**config.mk**
```make
export PLATFORM = sky130hd
export DESIGN_NAME = spt_timing_top
export DESIGN_NICKNAME = d
export VERILOG_FILES = /design/src/spt_pkg.sv /design/src/spt_timer.sv /design/src/spt_timing_top.sv
export SDC_FILE = /design/constraint.sdc
export NUM_CORES = 1
export LEC_CHECK = 0
export BUFFER_PORTS_ARGS = -buffer_cell sky130_fd_sc_hd__buf_2
export CELL_PAD_IN_SITES_DETAIL_PLACEMENT = 1
export CELL_PAD_IN_SITES_GLOBAL_PLACEMENT = 1
export CORE_MARGIN = 1.5
export CORE_UTILIZATION = 51
export CTS_CLUSTER_DIAMETER = 40
export DETAILED_ROUTE_END_ITERATION = 8
export PLACE_DENSITY_LB_ADDON = 0.1
export RECOVER_POWER = 50
export SLEW_MARGIN = 10
export SYNTH_ARGS = -nofsm -noshare
export SYNTH_HDL_FRONTEND = slang
export SYNTH_SLANG_ARGS = --single-unit
```
**constraint.sdc**
```tcl
create_clock -name sys_clk -period 6.2 [get_ports sys_clk]
set_clock_uncertainty 0.05 [all_clocks]
set_input_delay 1.24 -clock sys_clk [delete_from_list [all_inputs] [get_ports sys_clk]]
set_output_delay 1.24 -clock sys_clk [all_outputs]
set_load 0.005 [all_outputs]
```
**src/spt_pkg.sv**
```systemverilog
/*
  Shared constants for the protocol timing supervisor: documented times in
  their own units, cycle counts derived from them, and timer slot indexes.
  Assumes a single 40 MHz protocol-layer clock.
*/
package spt_pkg;

  // clock period of the protocol layer logic
  localparam longint CLK_PERIOD_PS = 25000;

  // documented times, figures as printed
  localparam longint PORT_CFG_US         = 20;      // port config exchange max
  localparam longint PING_REPLY_NS       = 250;     // ping reply max
  localparam longint NOT_READY_NS        = 250;     // nrdy reply max
  localparam longint DATA_REPLY_NS       = 250;     // dp reply max
  localparam longint DEV_ACK_NS          = 250;     // ack reply max
  localparam longint BURST_GAP_NS        = 100;     // gap between burst dps max
  localparam longint PING_HOLD_SI        = 2;       // service intervals, min
  localparam longint SERVICE_INTERVAL_NS = 125000;  // largest iso interval
  localparam longint READY_HOLD_MS       = 500;     // unserviced erdy holdoff min
  localparam longint WAKE_REPEAT_MS      = 2500;    // wake notice spacing min
  localparam longint LTM_WINDOW_MS       = 1;       // two messages per window
  localparam longint LTM_NOTICE_US       = 10;      // notice after enable change

  // latency tolerance values in microseconds
  localparam logic [15:0] LTM_DEFAULT_US = 16'h03E8;  // 1 ms default
  localparam logic [15:0] LTM_FLOOR_US   = 16'h007D;  // 125 us floor

  // timestamp unit is 8 hs bit times; interval adjust step is that / 4096
  localparam real    HS_BIT_PS          = 1.0e6 / 480.0;
  localparam real    TS_UNIT_HS_BITS    = 8.0;
  localparam real    ADJ_DIVISOR        = 4096.0;
  localparam real    ADJ_STEP_PS        = TS_UNIT_HS_BITS * HS_BIT_PS / ADJ_DIVISOR;

  // longest time: round down, never below one cycle
  function automatic int unsigned cyc_max(input longint ns);
    longint c;
    c = (ns * 1000) / CLK_PERIOD_PS;
    return (c < 1) ? 1 : int'(c);
  endfunction

  // least time: round up, never below one cycle
  function automatic int unsigned cyc_min(input longint ns);
    longint c;
    c = (ns * 1000 + CLK_PERIOD_PS - 1) / CLK_PERIOD_PS;
    return (c < 1) ? 1 : int'(c);
  endfunction

  // derived cycle counts (short ones; long ones are top parameters)
  localparam int unsigned PORT_CFG_CYC   = cyc_max(PORT_CFG_US * 1000);
  localparam int unsigned PING_REPLY_CYC = cyc_max(PING_REPLY_NS);
  localparam int unsigned ATP_REPLY_CYC  = cyc_max((NOT_READY_NS < DATA_REPLY_NS) ?
                                                   NOT_READY_NS : DATA_REPLY_NS);
  localparam int unsigned DPP_REPLY_CYC  = cyc_max((NOT_READY_NS < DEV_ACK_NS) ?
                                                   NOT_READY_NS : DEV_ACK_NS);
  localparam int unsigned BURST_GAP_CYC  = cyc_max(BURST_GAP_NS);
  localparam int unsigned LTM_NOTICE_CYC = cyc_max(LTM_NOTICE_US * 1000);

  // timer slot indexes
  localparam int T_CFG   = 0;   // port configuration deadline
  localparam int T_PING  = 1;   // ping reply deadline
  localparam int T_ATP   = 2;   // ack tp reply deadline
  localparam int T_DPP   = 3;   // data payload reply deadline
  localparam int T_GAP   = 4;   // burst gap limit
  localparam int T_PHOLD = 5;   // low power holdoff after ping
  localparam int T_EHOLD = 6;   // low power holdoff after erdy
  localparam int T_WAKE  = 7;   // wake notice repeat
  localparam int T_LTM0  = 8;   // latency message window slot 0
  localparam int T_LTM1  = 9;   // latency message window slot 1
  localparam int T_LTMN  = 10;  // latency notice deadline
  localparam int NT      = 11;

endpackage

```
**src/spt_timer.sv**
```systemverilog
/*
  One interval timer: restarts on start, halts on stop, reports done once
  LIMIT cycles have passed since the start edge.
  Assumes one-cycle start and stop strobes on sys_clk.
*/
`timescale 1ns/1ps
module spt_timer #(
  parameter int unsigned LIMIT = 1
) (
  input  wire logic sys_clk,
  input  wire logic resetn,
  input  wire logic start,
  input  wire logic stop,
  output logic      running,
  output logic      done
);
  localparam int W = $clog2(LIMIT + 1);
  localparam logic [W-1:0] LIM_W = LIMIT[W-1:0];

  logic         run_reg;  // timer armed
  logic [W-1:0] cnt_reg;  // cycles since start, saturates at limit

  // a zero limit could never be measured
  if (LIMIT < 1) begin : g_bad_limit
    $error("spt_timer: LIMIT must be at least 1");
  end

  ////////////////////////////////////////////////////////////////////////////
  // arm / disarm; start wins over stop so a back-to-back event is kept
  always_ff @(posedge sys_clk or negedge resetn) begin
    if (!resetn) begin
      run_reg <= 1'b0;
    end else if (start) begin
      run_reg <= 1'b1;
    end else if (stop) begin
      run_reg <= 1'b0;
    end
  end

  // cycle counter, limit already rounded by the package
  always_ff @(posedge sys_clk or negedge resetn) begin
    if (!resetn) begin
      cnt_reg <= '0;
    end else if (start) begin
      cnt_reg <= '0;
    end else if (run_reg && cnt_reg != LIM_W) begin
      cnt_reg <= cnt_reg + 1'b1;
    end
  end

  assign running = run_reg;
  assign done    = run_reg && (cnt_reg == LIM_W);
endmodule

```
**src/spt_timing_top.sv**
```systemverilog
/*
  Device-side protocol timing supervisor: watches reply deadlines, burst
  gaps, low-power holdoffs, wake notice repeats and latency message limits.
  Assumes one-cycle event strobes from the protocol layer, all on sys_clk.
*/
`timescale 1ns/1ps
module spt_timing_top
  import spt_pkg::*;
#(
  parameter int unsigned PING_HOLD_CYC  = cyc_min(PING_HOLD_SI * SERVICE_INTERVAL_NS),
  parameter int unsigned READY_HOLD_CYC = cyc_min(READY_HOLD_MS * 1000000),
  parameter int unsigned WAKE_CYC       = cyc_min(WAKE_REPEAT_MS * 1000000),
  parameter int unsigned LTM_WIN_CYC    = cyc_min(LTM_WINDOW_MS * 1000000)
) (
  input  wire logic        sys_clk,
  input  wire logic        resetn,
  input  wire logic        cfg_done,
  input  wire logic        ping_rx_end,
  input  wire logic        ping_reply_start,
  input  wire logic        ack_tp_rx_end,
  input  wire logic        dpp_rx_end,
  input  wire logic        nrdy_start,
  input  wire logic        dp_start,
  input  wire logic        ack_start,
  input  wire logic        tx_busy,
  input  wire logic        tx_dp_end,
  input  wire logic        tx_eob,
  input  wire logic        erdy_sent,
  input  wire logic        erdy_serviced,
  input  wire logic        wake_sent,
  input  wire logic        dev_accessed,
  input  wire logic        ltm_req_valid,
  input  wire logic [15:0] ltm_req_us,
  input  wire logic        ltm_sent,
  input  wire logic        ltm_en_change,
  output logic             cfg_late,
  output logic             ping_late,
  output logic             ack_tp_late,
  output logic             dpp_late,
  output logic             gap_late,
  output logic             lp_allowed,
  output logic             wake_resend,
  output logic [15:0]      ltm_value,
  output logic             ltm_send_ok,
  output logic             ltm_notice_req,
  output logic             ltm_notice_late
);
  // per-slot limits in cycles
  localparam int unsigned LIM [NT] = '{PORT_CFG_CYC, PING_REPLY_CYC, ATP_REPLY_CYC,
    DPP_REPLY_CYC, BURST_GAP_CYC, PING_HOLD_CYC, READY_HOLD_CYC, WAKE_CYC,
    LTM_WIN_CYC, LTM_WIN_CYC, LTM_NOTICE_CYC};

  logic [NT-1:0]     st;                 // timer starts
  logic [NT-1:0]     sp;                 // timer stops
  logic [NT-1:0]     run;                // timer armed
  logic [NT-1:0]     done;               // limit reached
  logic [NT-1:0]     done_d_reg;         // done one cycle ago
  logic [NT-1:0]     rise;               // limit just reached
  logic [NT-1:0]     hold;               // armed and not yet at limit
  logic [1:0]        free;               // latency window slots available
  logic [T_DPP:T_PING] busy_seen_reg;    // other traffic seen during a reply wait
  logic              boot_reg;           // low only in first cycle after reset
  logic              cfg_late_reg;
  logic              ping_late_reg;
  logic              ack_tp_late_reg;
  logic              dpp_late_reg;
  logic              gap_late_reg;
  logic              lp_allowed_reg;
  logic              wake_resend_reg;
  logic [15:0]       ltm_value_reg;
  logic              ltm_send_ok_reg;
  logic              ltm_notice_req_reg;
  logic              ltm_notice_late_reg;

  // the long holdoffs need at least one cycle each
  if (PING_HOLD_CYC < 1 || READY_HOLD_CYC < 1 || WAKE_CYC < 1 || LTM_WIN_CYC < 1)
  begin : g_bad_param
    $error("spt_timing_top: hold counts must be at least 1");
  end

  ////////////////////////////////////////////////////////////////////////////
  // timer starts and stops
  assign free[0] = !run[T_LTM0] || done[T_LTM0];
  assign free[1] = !run[T_LTM1] || done[T_LTM1];

  always_comb begin
    st = '0;
    sp = '0;
    st[T_CFG]   = !boot_reg;
    sp[T_CFG]   = cfg_done;
    st[T_PING]  = ping_rx_end;
    sp[T_PING]  = ping_reply_start;
    st[T_ATP]   = ack_tp_rx_end;
    sp[T_ATP]   = dp_start | nrdy_start;
    st[T_DPP]   = dpp_rx_end;
    sp[T_DPP]   = ack_start | nrdy_start;
    st[T_GAP]   = tx_dp_end & !tx_eob;
    sp[T_GAP]   = dp_start;
    st[T_PHOLD] = ping_rx_end;
    st[T_EHOLD] = erdy_sent;
    sp[T_EHOLD] = erdy_serviced;
    st[T_WAKE]  = wake_sent;
    sp[T_WAKE]  = dev_accessed;
    st[T_LTM0]  = ltm_sent & free[0];
    st[T_LTM1]  = ltm_sent & !free[0] & free[1];
    st[T_LTMN]  = ltm_en_change;
    sp[T_LTMN]  = ltm_sent;
  end

  // one timer per slot
  for (genvar g = 0; g < NT; g++) begin : g_tmr
    spt_timer #(.LIMIT(LIM[g])) u_tmr (
      .sys_clk (sys_clk),
      .resetn  (resetn),
      .start   (st[g]),
      .stop    (sp[g]),
      .running (run[g]),
      .done    (done[g])
    );
  end

  assign rise = done & ~done_d_reg;
  assign hold = run & ~done;

  ////////////////////////////////////////////////////////////////////////////
  // edge history and first-cycle marker
  always_ff @(posedge sys_clk or negedge resetn) begin
    if (!resetn) begin
      done_d_reg <= '0;
      boot_reg   <= 1'b0;
    end else begin
      done_d_reg <= done;
      boot_reg   <= 1'b1;
    end
  end

  // pending traffic excuses a reply deadline
  always_ff @(posedge sys_clk or negedge resetn) begin
    if (!resetn) begin
      busy_seen_reg <= '0;
    end else begin
      for (int i = T_PING; i <= T_DPP; i++) begin
        if (st[i]) begin
          busy_seen_reg[i] <= tx_busy;
        end else if (run[i] && tx_busy) begin
          busy_seen_reg[i] <= 1'b1;
        end
      end
    end
  end

  // deadline misses, one-cycle pulses
  always_ff @(posedge sys_clk or negedge resetn) begin
    if (!resetn) begin
      cfg_late_reg    <= 1'b0;
      ping_late_reg   <= 1'b0;
      ack_tp_late_reg <= 1'b0;
      dpp_late_reg    <= 1'b0;
      gap_late_reg    <= 1'b0;
    end else begin
      cfg_late_reg    <= rise[T_CFG];
      ping_late_reg   <= rise[T_PING] & !(busy_seen_reg[T_PING] | tx_busy);
      ack_tp_late_reg <= rise[T_ATP] & !(busy_seen_reg[T_ATP] | tx_busy);
      dpp_late_reg    <= rise[T_DPP] & !(busy_seen_reg[T_DPP] | tx_busy);
      gap_late_reg    <= rise[T_GAP];
    end
  end

  // low power entry only after the ping holdoff has run out and the erdy holdoff has run out or been serviced
  always_ff @(posedge sys_clk or negedge resetn) begin
    if (!resetn) begin
      lp_allowed_reg <= 1'b0;
    end else begin
      lp_allowed_reg <= !(hold[T_PHOLD] | hold[T_EHOLD]);
    end
  end

  // wake notice repeat; only a new wake_sent restarts the timer, not the resend
  always_ff @(posedge sys_clk or negedge resetn) begin
    if (!resetn) begin
      wake_resend_reg <= 1'b0;
    end else begin
      wake_resend_reg <= rise[T_WAKE];
    end
  end

  // advertised tolerance: default at reset, clamped to the floor
  always_ff @(posedge sys_clk or negedge resetn) begin
    if (!resetn) begin
      ltm_value_reg <= LTM_DEFAULT_US;
    end else if (ltm_req_valid) begin
      ltm_value_reg <= (ltm_req_us < LTM_FLOOR_US) ? LTM_FLOOR_US : ltm_req_us;
    end
  end

  // rate limit looks ahead past this cycle's send, so it never lags a send;
  // a slot just reaching its limit frees one cycle late, which is safe
  always_ff @(posedge sys_clk or negedge resetn) begin
    if (!resetn) begin
      ltm_send_ok_reg     <= 1'b0;
      ltm_notice_req_reg  <= 1'b0;
      ltm_notice_late_reg <= 1'b0;
    end else begin
      ltm_send_ok_reg     <= (free[0] & !st[T_LTM0]) | (free[1] & !st[T_LTM1]);
      ltm_notice_req_reg  <= hold[T_LTMN];
      ltm_notice_late_reg <= rise[T_LTMN];
    end
  end

  assign cfg_late        = cfg_late_reg;
  assign ping_late       = ping_late_reg;
  assign ack_tp_late     = ack_tp_late_reg;
  assign dpp_late        = dpp_late_reg;
  assign gap_late        = gap_late_reg;
  assign lp_allowed      = lp_allowed_reg;
  assign wake_resend     = wake_resend_reg;
  assign ltm_value       = ltm_value_reg;
  assign ltm_send_ok     = ltm_send_ok_reg;
  assign ltm_notice_req  = ltm_notice_req_reg;
  assign ltm_notice_late = ltm_notice_late_reg;

  ////////////////////////////////////////////////////////////////////////////
  // checks
  property p_cfg_late;
    @(posedge sys_clk) disable iff (!resetn) $rose(done[T_CFG]) |=> cfg_late_reg;
  endproperty
  a_cfg_late: assert property (p_cfg_late) else $error("config miss not flagged");

  property p_ping_hold;
    @(posedge sys_clk) disable iff (!resetn) ping_rx_end |-> ##2 !lp_allowed_reg;
  endproperty
  a_ping_hold: assert property (p_ping_hold) else $error("low power after ping");

  property p_ping_late;
    @(posedge sys_clk) disable iff (!resetn)
      ping_rx_end && !tx_busy ##1 (!ping_reply_start && !ping_rx_end && !tx_busy)[*8]
      ##1 (!ping_reply_start && !ping_rx_end && !tx_busy)[*2] |-> ##2 ping_late_reg;
  endproperty
  a_ping_late: assert property (p_ping_late) else $error("ping miss not flagged");

  property p_ltm_default;
    @(posedge sys_clk) disable iff (!resetn) !boot_reg |-> ltm_value_reg == LTM_DEFAULT_US;
  endproperty
  a_ltm_default: assert property (p_ltm_default) else $error("bad default");

  property p_ltm_floor;
    @(posedge sys_clk) disable iff (!resetn) ltm_value_reg >= LTM_FLOOR_US;
  endproperty
  a_ltm_floor: assert property (p_ltm_floor) else $error("tolerance below floor");

  property p_erdy_hold;
    @(posedge sys_clk) disable iff (!resetn)
      erdy_sent && !erdy_serviced |-> ##2 !lp_allowed_reg;
  endproperty
  a_erdy_hold: assert property (p_erdy_hold) else $error("low power after erdy");

  property p_wake;
    @(posedge sys_clk) disable iff (!resetn) $rose(done[T_WAKE]) |=> wake_resend_reg;
  endproperty
  a_wake: assert property (p_wake) else $error("wake resend missing");

  property p_gap;
    @(posedge sys_clk) disable iff (!resetn)
      tx_dp_end && !tx_eob ##1 (!dp_start && !tx_dp_end)[*4] |=> ##1 gap_late_reg;
  endproperty
  a_gap: assert property (p_gap) else $error("burst gap miss not flagged");

  property p_busy_excuse;
    @(posedge sys_clk) disable iff (!resetn)
      $rose(done[T_PING]) && busy_seen_reg[T_PING] |=> !ping_late_reg;
  endproperty
  a_busy_excuse: assert property (p_busy_excuse) else $error("busy miss flagged");

  property p_ltm_rate;
    @(posedge sys_clk) disable iff (!resetn) !free[0] && !free[1] |=> !ltm_send_ok_reg;
  endproperty
  a_ltm_rate: assert property (p_ltm_rate) else $error("third message allowed");

  property p_ltm_notice;
    @(posedge sys_clk) disable iff (!resetn)
      ltm_en_change && !ltm_sent |-> ##2 ltm_notice_req_reg;
  endproperty
  a_ltm_notice: assert property (p_ltm_notice) else $error("notice not requested");
endmodule

```
==> impl_metrics.tcl, run 1 <==
set metrics [dict create \
    status "complete, but fails checks" \
    violations "max-capacitance violations, max-slew violations" \
    rsz0062_at_grt "no" \
    cts_max_level 4 \
    synth_warnings 0 \
    grt_pass1_vias 7253 \
    startpoint_type "input pin" \
    max_freq_mhz 296 \
    largest_reg_flops 132 \
    grtUsageTotal 0.249 \
    cp.depth 2 \
    synth_largest_area_cell "dfrtp_1" \
    p_leak_nw 4.33 \
    chipHeight_um 134 \
    ys_seq_elements 180 \
    hold_viol 0 \
    timing.slew.headroom -0.763 \
    initial_core_util 0.525 \
    cts_setup_buffers 0 \
    yosysTopAreaCellShare 0.497 \
    wl_per_cell_um 17.9 \
    die_width_um 134 \
    die_area_um2 18000 \
    synth-edff-count 0 \
    slowest_stage "clkbuf_2" \
    via_per_inst 5.79 \
    dp.cells 1133 \
    setup_viol 0 \
    max_cap_violations 1 \
    stdcell_count 1165 \
    min_path_cells 1 \
    crit_type "in -> async" \
    grt_first_pass_wirelength_um 36300 \
    setup_tns_ns 0 \
    drtAntennaViolNets 0 \
    yosys-top-cells-area "dfrtp_1 (50%), nor2_1 (4.6%), xnor2_1 (4.1%)" \
    diodes 0 \
    fin_util 0.591 \
    drc 0 \
    cp-end-kind "async pin" \
    worstPathArrival_ns 3.86 \
    area_delta_synth_final_pct 12.7 \
    grt_max_degree 108 \
    cp_cell_sequence "clkbuf_2, buf_4" \
    multi_input_area_um2 3980 \
    antenna_found_initial 0 \
    worstPathRequired_ns 6.68 \
    p_total_mw 2.83 \
    vias 6748 \
    worstRegToRegCells 5 \
    synthesis.area_um2 8760 \
    post_cts_resized 0 \
    firstDrtPassIters 4 \
    final.period_utilization 0.544 \
    hp-class "reg -> reg" \
    core_um2 16700 \
    io_buffers 61 \
    hpwl_um 14200 \
    synth.yosys.seq_area_share 0.515 \
    gp_congestion 0.815 \
    p_per_area_nw_per_um2 286 \
    path_clk_slew_ns 0.06 \
    nFillCells 1890 \
    synth_cell_types 63 \
    crit_path_max_fanout 107 \
    ctsHoldBuffers 0 \
    cts_tree "built" \
    clock_latency_ns 0.43 \
    peakVddDrop_mv 0.192 \
    overflow 0 \
    synthCells 870 \
    clkSinkCount 180 \
    clock-root-buffer "clkbuf_16" \
    cts_made_buffers 17 \
    min_period_ns 3.37 \
    hold-worst-slack_ns 0.349 \
    critPathMaxStageDelay_ns 1.81 \
    io_pins 62 \
    cts.path.max_buffers 2 \
    async_flop_share 1.00 \
    drive_above_1_share 0.130 \
    num-nets-final 990 \
    syn-num-nets 928 \
    synth_most_common_cell "dfrtp_1" \
    rows 47 \
    critPathBufInv 2 \
    cpLargestDelayFamily "buffers and inverters" \
    tightestPinTransition_ns 2.64 \
    drt_iter0_markers 315 \
    synth_common_cells "dfrtp_1 (174), nor2_1 (108), nand2_1 (54)" \
    synth_ff_type "dfrtp_1" \
    wl_um 20900 \
    seq_area_um2 4510 \
    slew_viol_final 108 \
    synth.avg_cell_area_um2 10.1 \
]
==> cell type report <==
| class | instances | area share |
|---|---|---|
| inverters | 45 | 0.0171 |
| clock inverters | 12 | 0.0156 |
| repair buffers | 64 | 0.0320 |
| flip-flops and latches | 180 | 0.457 |
| well taps | 220 | 0.0279 |
| clock buffers | 20 | 0.0473 |
| multi-input cells | 624 | 0.403 |
==> per-layer routing <==
metal	global-route usage	vias to the layer above	wire [um]
met2	0.455	95	11100
met5	0	-	0
li1	-	3186	-
met4	0.0663	0	206
met1	0.308	3450	9040
met3	0.0370	17	526
==> kinds of logic (layout without fill, tap and decap cells) <==
family          count (synthesis)  count (layout)  share of synthesized area
compound gates                123             123                     0.0889
flops                         180             180                      0.515
buf+inv                        66             141                     0.0307
xor+xnor                       77              77                     0.0769
mux                            16              16                     0.0198
other cells                     1               1                   0.000428
fa+ha+maj                      23              23                     0.0325
simple gates                  384             384                      0.236
==> report_power, final <==
group	internal, mW	switching, mW
Combinational	0.130	0.175
Clock	0.666	0.460
Sequential	1.27	0.122
Total	2.07	0.758
==> through the flow <==
stage,setup slack [ns],instance area [um2]
after floorplan,3.46,8760
after detailed placement,3.09,9270
after CTS,3.30,9890
final,2.83,9880
after global routing,2.34,9880
after global placement,3.20,9270
==> worst paths after layout <==
kind,from,endpoint,slack [ns]
setup / recovery,resetn,g_tmr[2].u_tmr.cnt_reg[3]$_DFFE_PN0P_,2.83
hold / removal,done_d_reg[10]$_DFF_PN0_,ltm_notice_late$_DFF_PN0_,0.35
setup reg to reg,g_tmr[9].u_tmr.cnt_reg[8]$_DFFE_PN0P_,g_tmr[9].u_tmr.cnt_reg[9]$_DFFE_PN0P_,3.28
hold reg to reg,done_d_reg[10]$_DFF_PN0_,ltm_notice_late$_DFF_PN0_,0.35
max in group sys_clk,g_tmr[9].u_tmr.cnt_reg[8]$_DFFE_PN0P_,g_tmr[9].u_tmr.cnt_reg[9]$_DFFE_PN0P_,3.28
min in group asynchronous,resetn,g_tmr[7].u_tmr.cnt_reg[11]$_DFFE_PN0P_,1.56
==> layout by cell type (no fill, tap or decap), types with 9 or more instances in the layout <==
| master | synthesis | routed |
|---|---|---|
| clkbuf_1 | 13 | 9 |
| xnor2_1 | 41 | 41 |
| mux2_2 | 11 | 10 |
| nor3_1 | 21 | 21 |
| nand2_1 | 54 | 54 |
| inv_1 | 45 | 45 |
| a21oi_1 | 25 | 25 |
| dfrtp_1 | 174 | 174 |
| and3_1 | 15 | 15 |
| nor4_1 | 9 | 9 |
| nor2_1 | 108 | 108 |
| and2_1 | 14 | 9 |
| nand4_1 | 37 | 37 |
| or4_1 | 12 | 12 |
| nand3_1 | 43 | 43 |
| o31ai_1 | 14 | 14 |
| clkbuf_16 | 0 | 17 |
| o21ai_0 | 47 | 47 |
| xor2_1 | 36 | 36 |
| buf_2 | 3 | 51 |
| ha_1 | 22 | 22 |
No activity file was read; power rests on OpenSTA's default activity.
==> run 2, diff against run 1 <==
--- a/config.mk
+++ b/config.mk
@@ -5,11 +5,12 @@
 export SDC_FILE = /design/constraint.sdc
 export NUM_CORES = 1
 export LEC_CHECK = 0
+export ABC_AREA = 1
 export BUFFER_PORTS_ARGS = -buffer_cell sky130_fd_sc_hd__buf_2
 export CELL_PAD_IN_SITES_DETAIL_PLACEMENT = 1
 export CELL_PAD_IN_SITES_GLOBAL_PLACEMENT = 1
 export CORE_MARGIN = 1.5
-export CORE_UTILIZATION = 51
+export CORE_UTILIZATION = 41
 export CTS_CLUSTER_DIAMETER = 40
 export DETAILED_ROUTE_END_ITERATION = 8
 export PLACE_DENSITY_LB_ADDON = 0.1
==> constraint.sdc (replaced) <==
create_clock -name sys_clk -period 2.95 [get_ports sys_clk]
set_clock_uncertainty 0.05 [all_clocks]
set_input_delay 0.59 -clock sys_clk [delete_from_list [all_inputs] [get_ports sys_clk]]
set_output_delay 0.59 -clock sys_clk [all_outputs]
set_load 0.005 [all_outputs]
==> run 2 against run 1 <==
Against the previous run: the run ends with max-slew violations left; worst setup slack worse by 2.2 ns; core utilization is 12 points lower; sequential share of layout area is 6.5 points lower; synthesized cell count is 65% higher; non-clock buffer count is 5 higher; routed wire length is 31% higher; power is 87% higher; critical path depth is 4 higher.
==> impl_metrics.tcl, run 2 <==
set metrics [dict create \
    min_period_ns 2.33 \
    p_total_mw 5.28 \
    setup_tns_ns 0 \
    rr_endpoint "g_tmr[6].u_tmr.cnt_reg[8]$_DFFE_PN0P_" \
    cp-startpoint "erdy_sent" \
    path_clk_slew_ns 0.08 \
    setup_viol 0 \
    io_pins 62 \
    diodes 0 \
    critPathMaxStageDelay_ns 0.62 \
    hp-class "in -> reg" \
    final_cell_mix "nand2_1 (444), nor2_1 (209), dfrtp_1 (174), inv_1 (153), nand3_1 (126)" \
    cts_tree "built" \
    largest_reg_flops 132 \
    max_cap_violations 0 \
    worstPathRequired_ns 3.20 \
    fin_util 0.471 \
    synthesis.area_um2 10300 \
    p_leak_nw 5.63 \
    synth.avg_cell_area_um2 7.17 \
    ctsHoldBuffers 0 \
    pre_cts_slack_ns 0.739 \
    synth_most_common_cell "nand2_1" \
    clock_latency_ns 0.44 \
    drtAntennaViolNets 0 \
    p_per_area_nw_per_um2 458 \
    post_cts_resized 0 \
    rsz0062_at_grt "no" \
    antenna_found_initial 0 \
    crit_path_max_fanout 25 \
    die_area_um2 26100 \
    drc 0 \
    crit_type "in -> reg" \
    synth-edff-count 0 \
    area_delta_synth_final_pct 12.0 \
    r2r-start "g_tmr[6].u_tmr.cnt_reg[0]$_DFFE_PN0P_" \
    drt_iter0_markers 480 \
    finalInstanceArea_um2 11500 \
    drive_above_1_share 0.0847 \
    final_common_cell "nand2_1" \
    gp_congestion 0.864 \
    initial_core_util 0.421 \
    synth_common_cells "nand2_1 (444), nor2_1 (209), dfrtp_1 (174)" \
    synth.yosys.seq_area_share 0.438 \
    synth_largest_area_cell "dfrtp_1" \
    cts_max_level 4 \
    rows 57 \
    critPathBufInv 4 \
    status "complete, but fails checks" \
    synthCells 1435 \
    synth_warnings 0 \
    dp.cells 1804 \
    via_per_inst 5.17 \
    hpwl_um 20400 \
    peakVddDrop_mv 0.272 \
    core_um2 24500 \
    chipHeight_um 161 \
    ys_seq_elements 180 \
    cp_cell_sequence "buf_2, clkinv_1, clkbuf_1, nand2_1, inv_2, o21ai_0" \
    max_freq_mhz 429 \
    final.period_utilization 0.790 \
    wl_per_cell_um 14.9 \
    cts_made_buffers 17 \
    endpoint "g_tmr[6].u_tmr.cnt_reg[8]$_DFFE_PN0P_" \
    timing.slew.headroom -0.000258 \
    rrSetupSlack_ns 0.72 \
    num-nets-final 1557 \
    stdcell_count 1836 \
    grt_first_pass_wirelength_um 47500 \
    firstDrtPassIters 5 \
    slew_viol_final 18 \
    slowest_stage "clkbuf_1" \
    cts.path.max_buffers 2 \
    wl_um 27400 \
    synth_cell_types 37 \
    die_width_um 161 \
    clkSinkCount 180 \
    async_flop_share 1.00 \
    grt_pass1_vias 9712 \
    vias 9487 \
    violations "max-slew violations" \
    tightestPinTransition_ns 1.50 \
    layout_setup_ws_ns 0.621 \
    synth_ff_type "dfrtp_1" \
    yosys-top-cells-area "dfrtp_1 (42%), nand2_1 (16%), nor2_1 (7.6%)" \
    cp.depth 6 \
    io_buffers 61 \
    clock-root-buffer "clkbuf_16" \
    overflow 0 \
    grt_max_degree 53 \
    startpoint_type "input pin" \
    hold_viol 0 \
    cpLargestDelayFamily "buffers and inverters" \
    grtUsageTotal 0.223 \
    syn-num-nets 1493 \
    yosysTopAreaCellShare 0.423 \
    worstPathArrival_ns 2.58 \
    cts_setup_buffers 0 \
    dpl-instance-area_um2 10900 \
    worstRegToRegCells 11 \
    cp-end-kind "flip-flop" \
    hold-worst-slack_ns 0.276 \
]
[run 2: metal layers]
layer | vias to the layer above | GRT usage | part of all wire
met4 | 0 | 0.0505 | 0.0088
met3 | 16 | 0.0300 | 0.024
li1 | 4715 | - | -
met1 | 4628 | 0.304 | 0.49
met5 | - | 0 | 0
met2 | 128 | 0.376 | 0.47
[run 2: worst reg2reg max path: stages (launching register included)]
cell and delay [ns]:
dfrtp_1 0.43, inv_1 0.12, ha_1 0.16, nand2_1 0.05, inv_1 0.05, nand2_1 0.04
nor2_1 0.08, nand3_1 0.12, nand2_1 0.10, nand2_1 0.27, inv_2 0.49, o21ai_0 0.15
[run 2: how the worst min path moves through the flow]
stage	end	cells past startpoint	start	slack (ns)
floorplan	ack_tp_late$_DFF_PN0_	0	resetn	0.24
global placement	wake_resend$_DFF_PN0_	1	done_d_reg[7]$_DFF_PN0_	0.34
detailed placement	wake_resend$_DFF_PN0_	1	done_d_reg[7]$_DFF_PN0_	0.35
CTS	g_tmr[7].u_tmr.cnt_reg[13]$_DFFE_PN0P_	1	resetn	0.06
global route	g_tmr[3].u_tmr.running$_DFFE_PN0P_	2	ack_start	0.25
finish	g_tmr[3].u_tmr.running$_DFFE_PN0P_	2	ack_start	0.28
[run 2: cell type report]
type / instances / area [um2]
clock inverter: 15 / 174
fill: 3166 / 12900
timing repair buffer: 69 / 362
clock buffer: 17 / 425
sequential: 180 / 4510
multi-input combinational: 1069 / 5030
tap: 324 / 405
inverter: 162 / 613
[run 2: logic make-up after synthesis]
kind of cell | count (synthesis) | share of synthesized area
buf+inv | 186 | 0.0728
fa+ha+maj | 22 | 0.0267
flops | 180 | 0.438
xor+xnor | 42 | 0.0357
simple gates | 899 | 0.372
other cells | 1 | 0.000364
compound gates | 105 | 0.0540
[run 2: power breakdown]
group / internal, mW / total (mW) / switching, mW
combinational: 0.113 / 0.366 / 0.253
sequential: 2.54 / 2.60 / 0.0567
clock: 1.15 / 2.31 / 1.16
==> run 3, diff against run 2 <==
--- a/config.mk
+++ b/config.mk
@@ -5,12 +5,12 @@
 export SDC_FILE = /design/constraint.sdc
 export NUM_CORES = 1
 export LEC_CHECK = 0
-export ABC_AREA = 1
+export ABC_AREA = 0
 export BUFFER_PORTS_ARGS = -buffer_cell sky130_fd_sc_hd__buf_2
 export CELL_PAD_IN_SITES_DETAIL_PLACEMENT = 1
 export CELL_PAD_IN_SITES_GLOBAL_PLACEMENT = 1
 export CORE_MARGIN = 1.5
-export CORE_UTILIZATION = 41
+export CORE_UTILIZATION = 48
 export CTS_CLUSTER_DIAMETER = 40
 export DETAILED_ROUTE_END_ITERATION = 8
 export PLACE_DENSITY_LB_ADDON = 0.1
==> constraint.sdc (replaced) <==
create_clock -name sys_clk -period 2.15 [get_ports sys_clk]
set_clock_uncertainty 0.05 [all_clocks]
set_input_delay 0.43 -clock sys_clk [delete_from_list [all_inputs] [get_ports sys_clk]]
set_output_delay 0.43 -clock sys_clk [all_outputs]
set_load 0.005 [all_outputs]
==> run 3 against run 2 <==
Against the previous run: core utilization up 10 points; highest routed layer unchanged; combinational power grew to 3.4 times the previous value; via count down 27%; routed wire length fell by 25%; count of clock-buffer cells in the layout up 2; first-iteration DRC count down 44%; the flow now finishes without violations.
==> impl_metrics.tcl, run 3 (synthesis results as in run 1) <==
set metrics [dict create \
    status "completed" \
    setup_viol 0 \
    hp-class "in -> reg" \
    io_buffers 61 \
    final_common_cell "dfrtp_1" \
    hold_viol 0 \
    p_leak_nw 4.68 \
    p_comb_frac 0.152 \
    die_width_um 138 \
    tightestPinTransition_ns 0.934 \
    p_switching_mw 2.27 \
    max_cap_violations 0 \
    p_total_mw 8.17 \
    drive_above_1_share 0.192 \
    startpoint_type "flip-flop" \
    gp_congestion 0.834 \
    largest_reg_flops 132 \
    crit_type "reg -> reg" \
    wl_um 20400 \
    nFillCells 2037 \
    p_per_area_nw_per_um2 792 \
    clock_latency_ns 0.43 \
    p_int_mw 5.90 \
    wl_per_cell_um 16.7 \
    grt_first_pass_wirelength_um 35700 \
    drt_iter0_markers 271 \
    num-nets-final 1038 \
    clock-root-buffer "clkbuf_16" \
    firstDrtPassIters 4 \
    via_per_inst 5.64 \
    peakVddDrop_mv 0.617 \
    max_freq_mhz 478 \
    overflow 0 \
    rsz0062_at_grt "yes" \
    timing.slew.headroom 0.377 \
    p_seq_frac 0.479 \
    diodes 0 \
    drc 0 \
    hpwl_um 14200 \
    cp-end-kind "flip-flop" \
    io_pins 62 \
    die_area_um2 19100 \
    cts_max_level 4 \
    grtUsageTotal 0.226 \
    antenna_found_initial 0 \
    grt_max_degree 56 \
    cpLargestDelayFamily "simple AND/OR/NAND/NOR gates" \
    final.period_utilization 0.974 \
    drtAntennaViolNets 0 \
    critPathMaxStageDelay_ns 0.56 \
    vias 6896 \
    cts.path.max_buffers 2 \
    area_delta_synth_final_pct 17.7 \
    clkSinkCount 180 \
    setup_tns_ns 0 \
    pre_cts_slack_ns -0.0696 \
    min_period_ns 2.09 \
    final_cell_mix "dfrtp_1 (173), nor2_1 (107), buf_2 (61), nand2_1 (53), inv_1 (45)" \
    grt_pass1_vias 7427 \
    worstPathRequired_ns 2.40 \
    layout_setup_ws_ns 0.0563 \
    path_clk_slew_ns 0.07 \
    fin_util 0.574 \
    rows 49 \
    slowest_stage "or4_4" \
    crit_path_max_fanout 8 \
    critPathBufInv 1 \
    chipHeight_um 138 \
    slew_viol_final 0 \
    worstPathArrival_ns 2.35 \
    swShare 0.278 \
    cp_cell_sequence "or4_4, o41ai_4, buf_6, nand2_2, o211ai_1, o31ai_1" \
    cts_made_buffers 17 \
    initial_core_util 0.488 \
    cts_tree "built" \
    core_um2 18000 \
    hold-worst-slack_ns 0.124 \
    p_clk_frac 0.368 \
]
-- run 3: cell type report --
cell class / count / area, um2 / area share
clock buffer: 19 / 443 / 0.0429
tap: 229 / 287 / 0.0278
multi-input combinational: 625 / 4090 / 0.396
sequential: 180 / 4510 / 0.437
inverter: 45 / 169 / 0.0164
clock inverter: 13 / 123 / 0.0119
timing repair buffer: 111 / 693 / 0.0672
-- run 3: through the flow --
stage                     cell area, um2  cells
after global placement              9570   1175
final                              10300   1222
after floorplan                     8760    870
after CTS                          10200   1213
after global routing               10300   1222
after detailed placement            9570   1175
-- run 3: worst register-to-register path: cells and delay by family (launching register included) --
family                 cells  cell delay (ns)
and+or+nand+nor            2             0.66
AOI/OAI and AO/OA          3             0.66
DFF                        1             0.38
buffers and inverters      1             0.21
-- run 3: metal layers --
metal / vias up / global-route usage / share of wire
met4: 0 / 0.0560 / 0.011
li1: 3288 / - / -
met2: 82 / 0.406 / 0.52
met1: 3506 / 0.275 / 0.44
met3: 20 / 0.0488 / 0.026
met5: - / 0 / 0
-- run 3: worst paths after layout --
kind,start,end,slack [ns],cells past startpoint
setup / recovery,g_tmr[8].u_tmr.cnt_reg[7]$_DFFE_PN0P_,g_tmr[8].u_tmr.cnt_reg[15]$_DFFE_PN0P_,0.06,6
hold / removal,cfg_done,g_tmr[0].u_tmr.running$_DFFE_PN0P_,0.12,2
setup reg to reg,g_tmr[8].u_tmr.cnt_reg[7]$_DFFE_PN0P_,g_tmr[8].u_tmr.cnt_reg[15]$_DFFE_PN0P_,0.06,6
hold reg to reg,done_d_reg[4]$_DFF_PN0_,gap_late$_DFF_PN0_,0.35,1
max in group asynchronous,resetn,g_tmr[8].u_tmr.cnt_reg[2]$_DFFE_PN0P_,0.30,3
min in group asynchronous,resetn,g_tmr[7].u_tmr.cnt_reg[10]$_DFFE_PN0P_,0.62,2
-- run 3: repair_timing --
action / 4_1_cts / 5_1_grt
hold endpoints to repair: 30 / 0
cloned: 3 / 0
pin swaps: 3 / 8
buffers inserted: 2 / 9
resized for setup: 3 / 27
hold buffers: 1 / 0
setup endpoints to repair: 14 / 40
-- run 3: power by group through the flow --
| stage | Sequential (mW) | Combinational, mW | Clock (mW) |
|---|---|---|---|
| final | 3.91 | 1.24 | 3.01 |
| after global routing | 3.96 | 1.41 | 3.24 |
| after CTS | 3.91 | 1.19 | 3.08 |
| after detailed placement | 3.97 | 1.18 | 0 |
| after global placement | 3.95 | 1.09 | 0 |
| after floorplan | 3.97 | 0.594 | 0 |
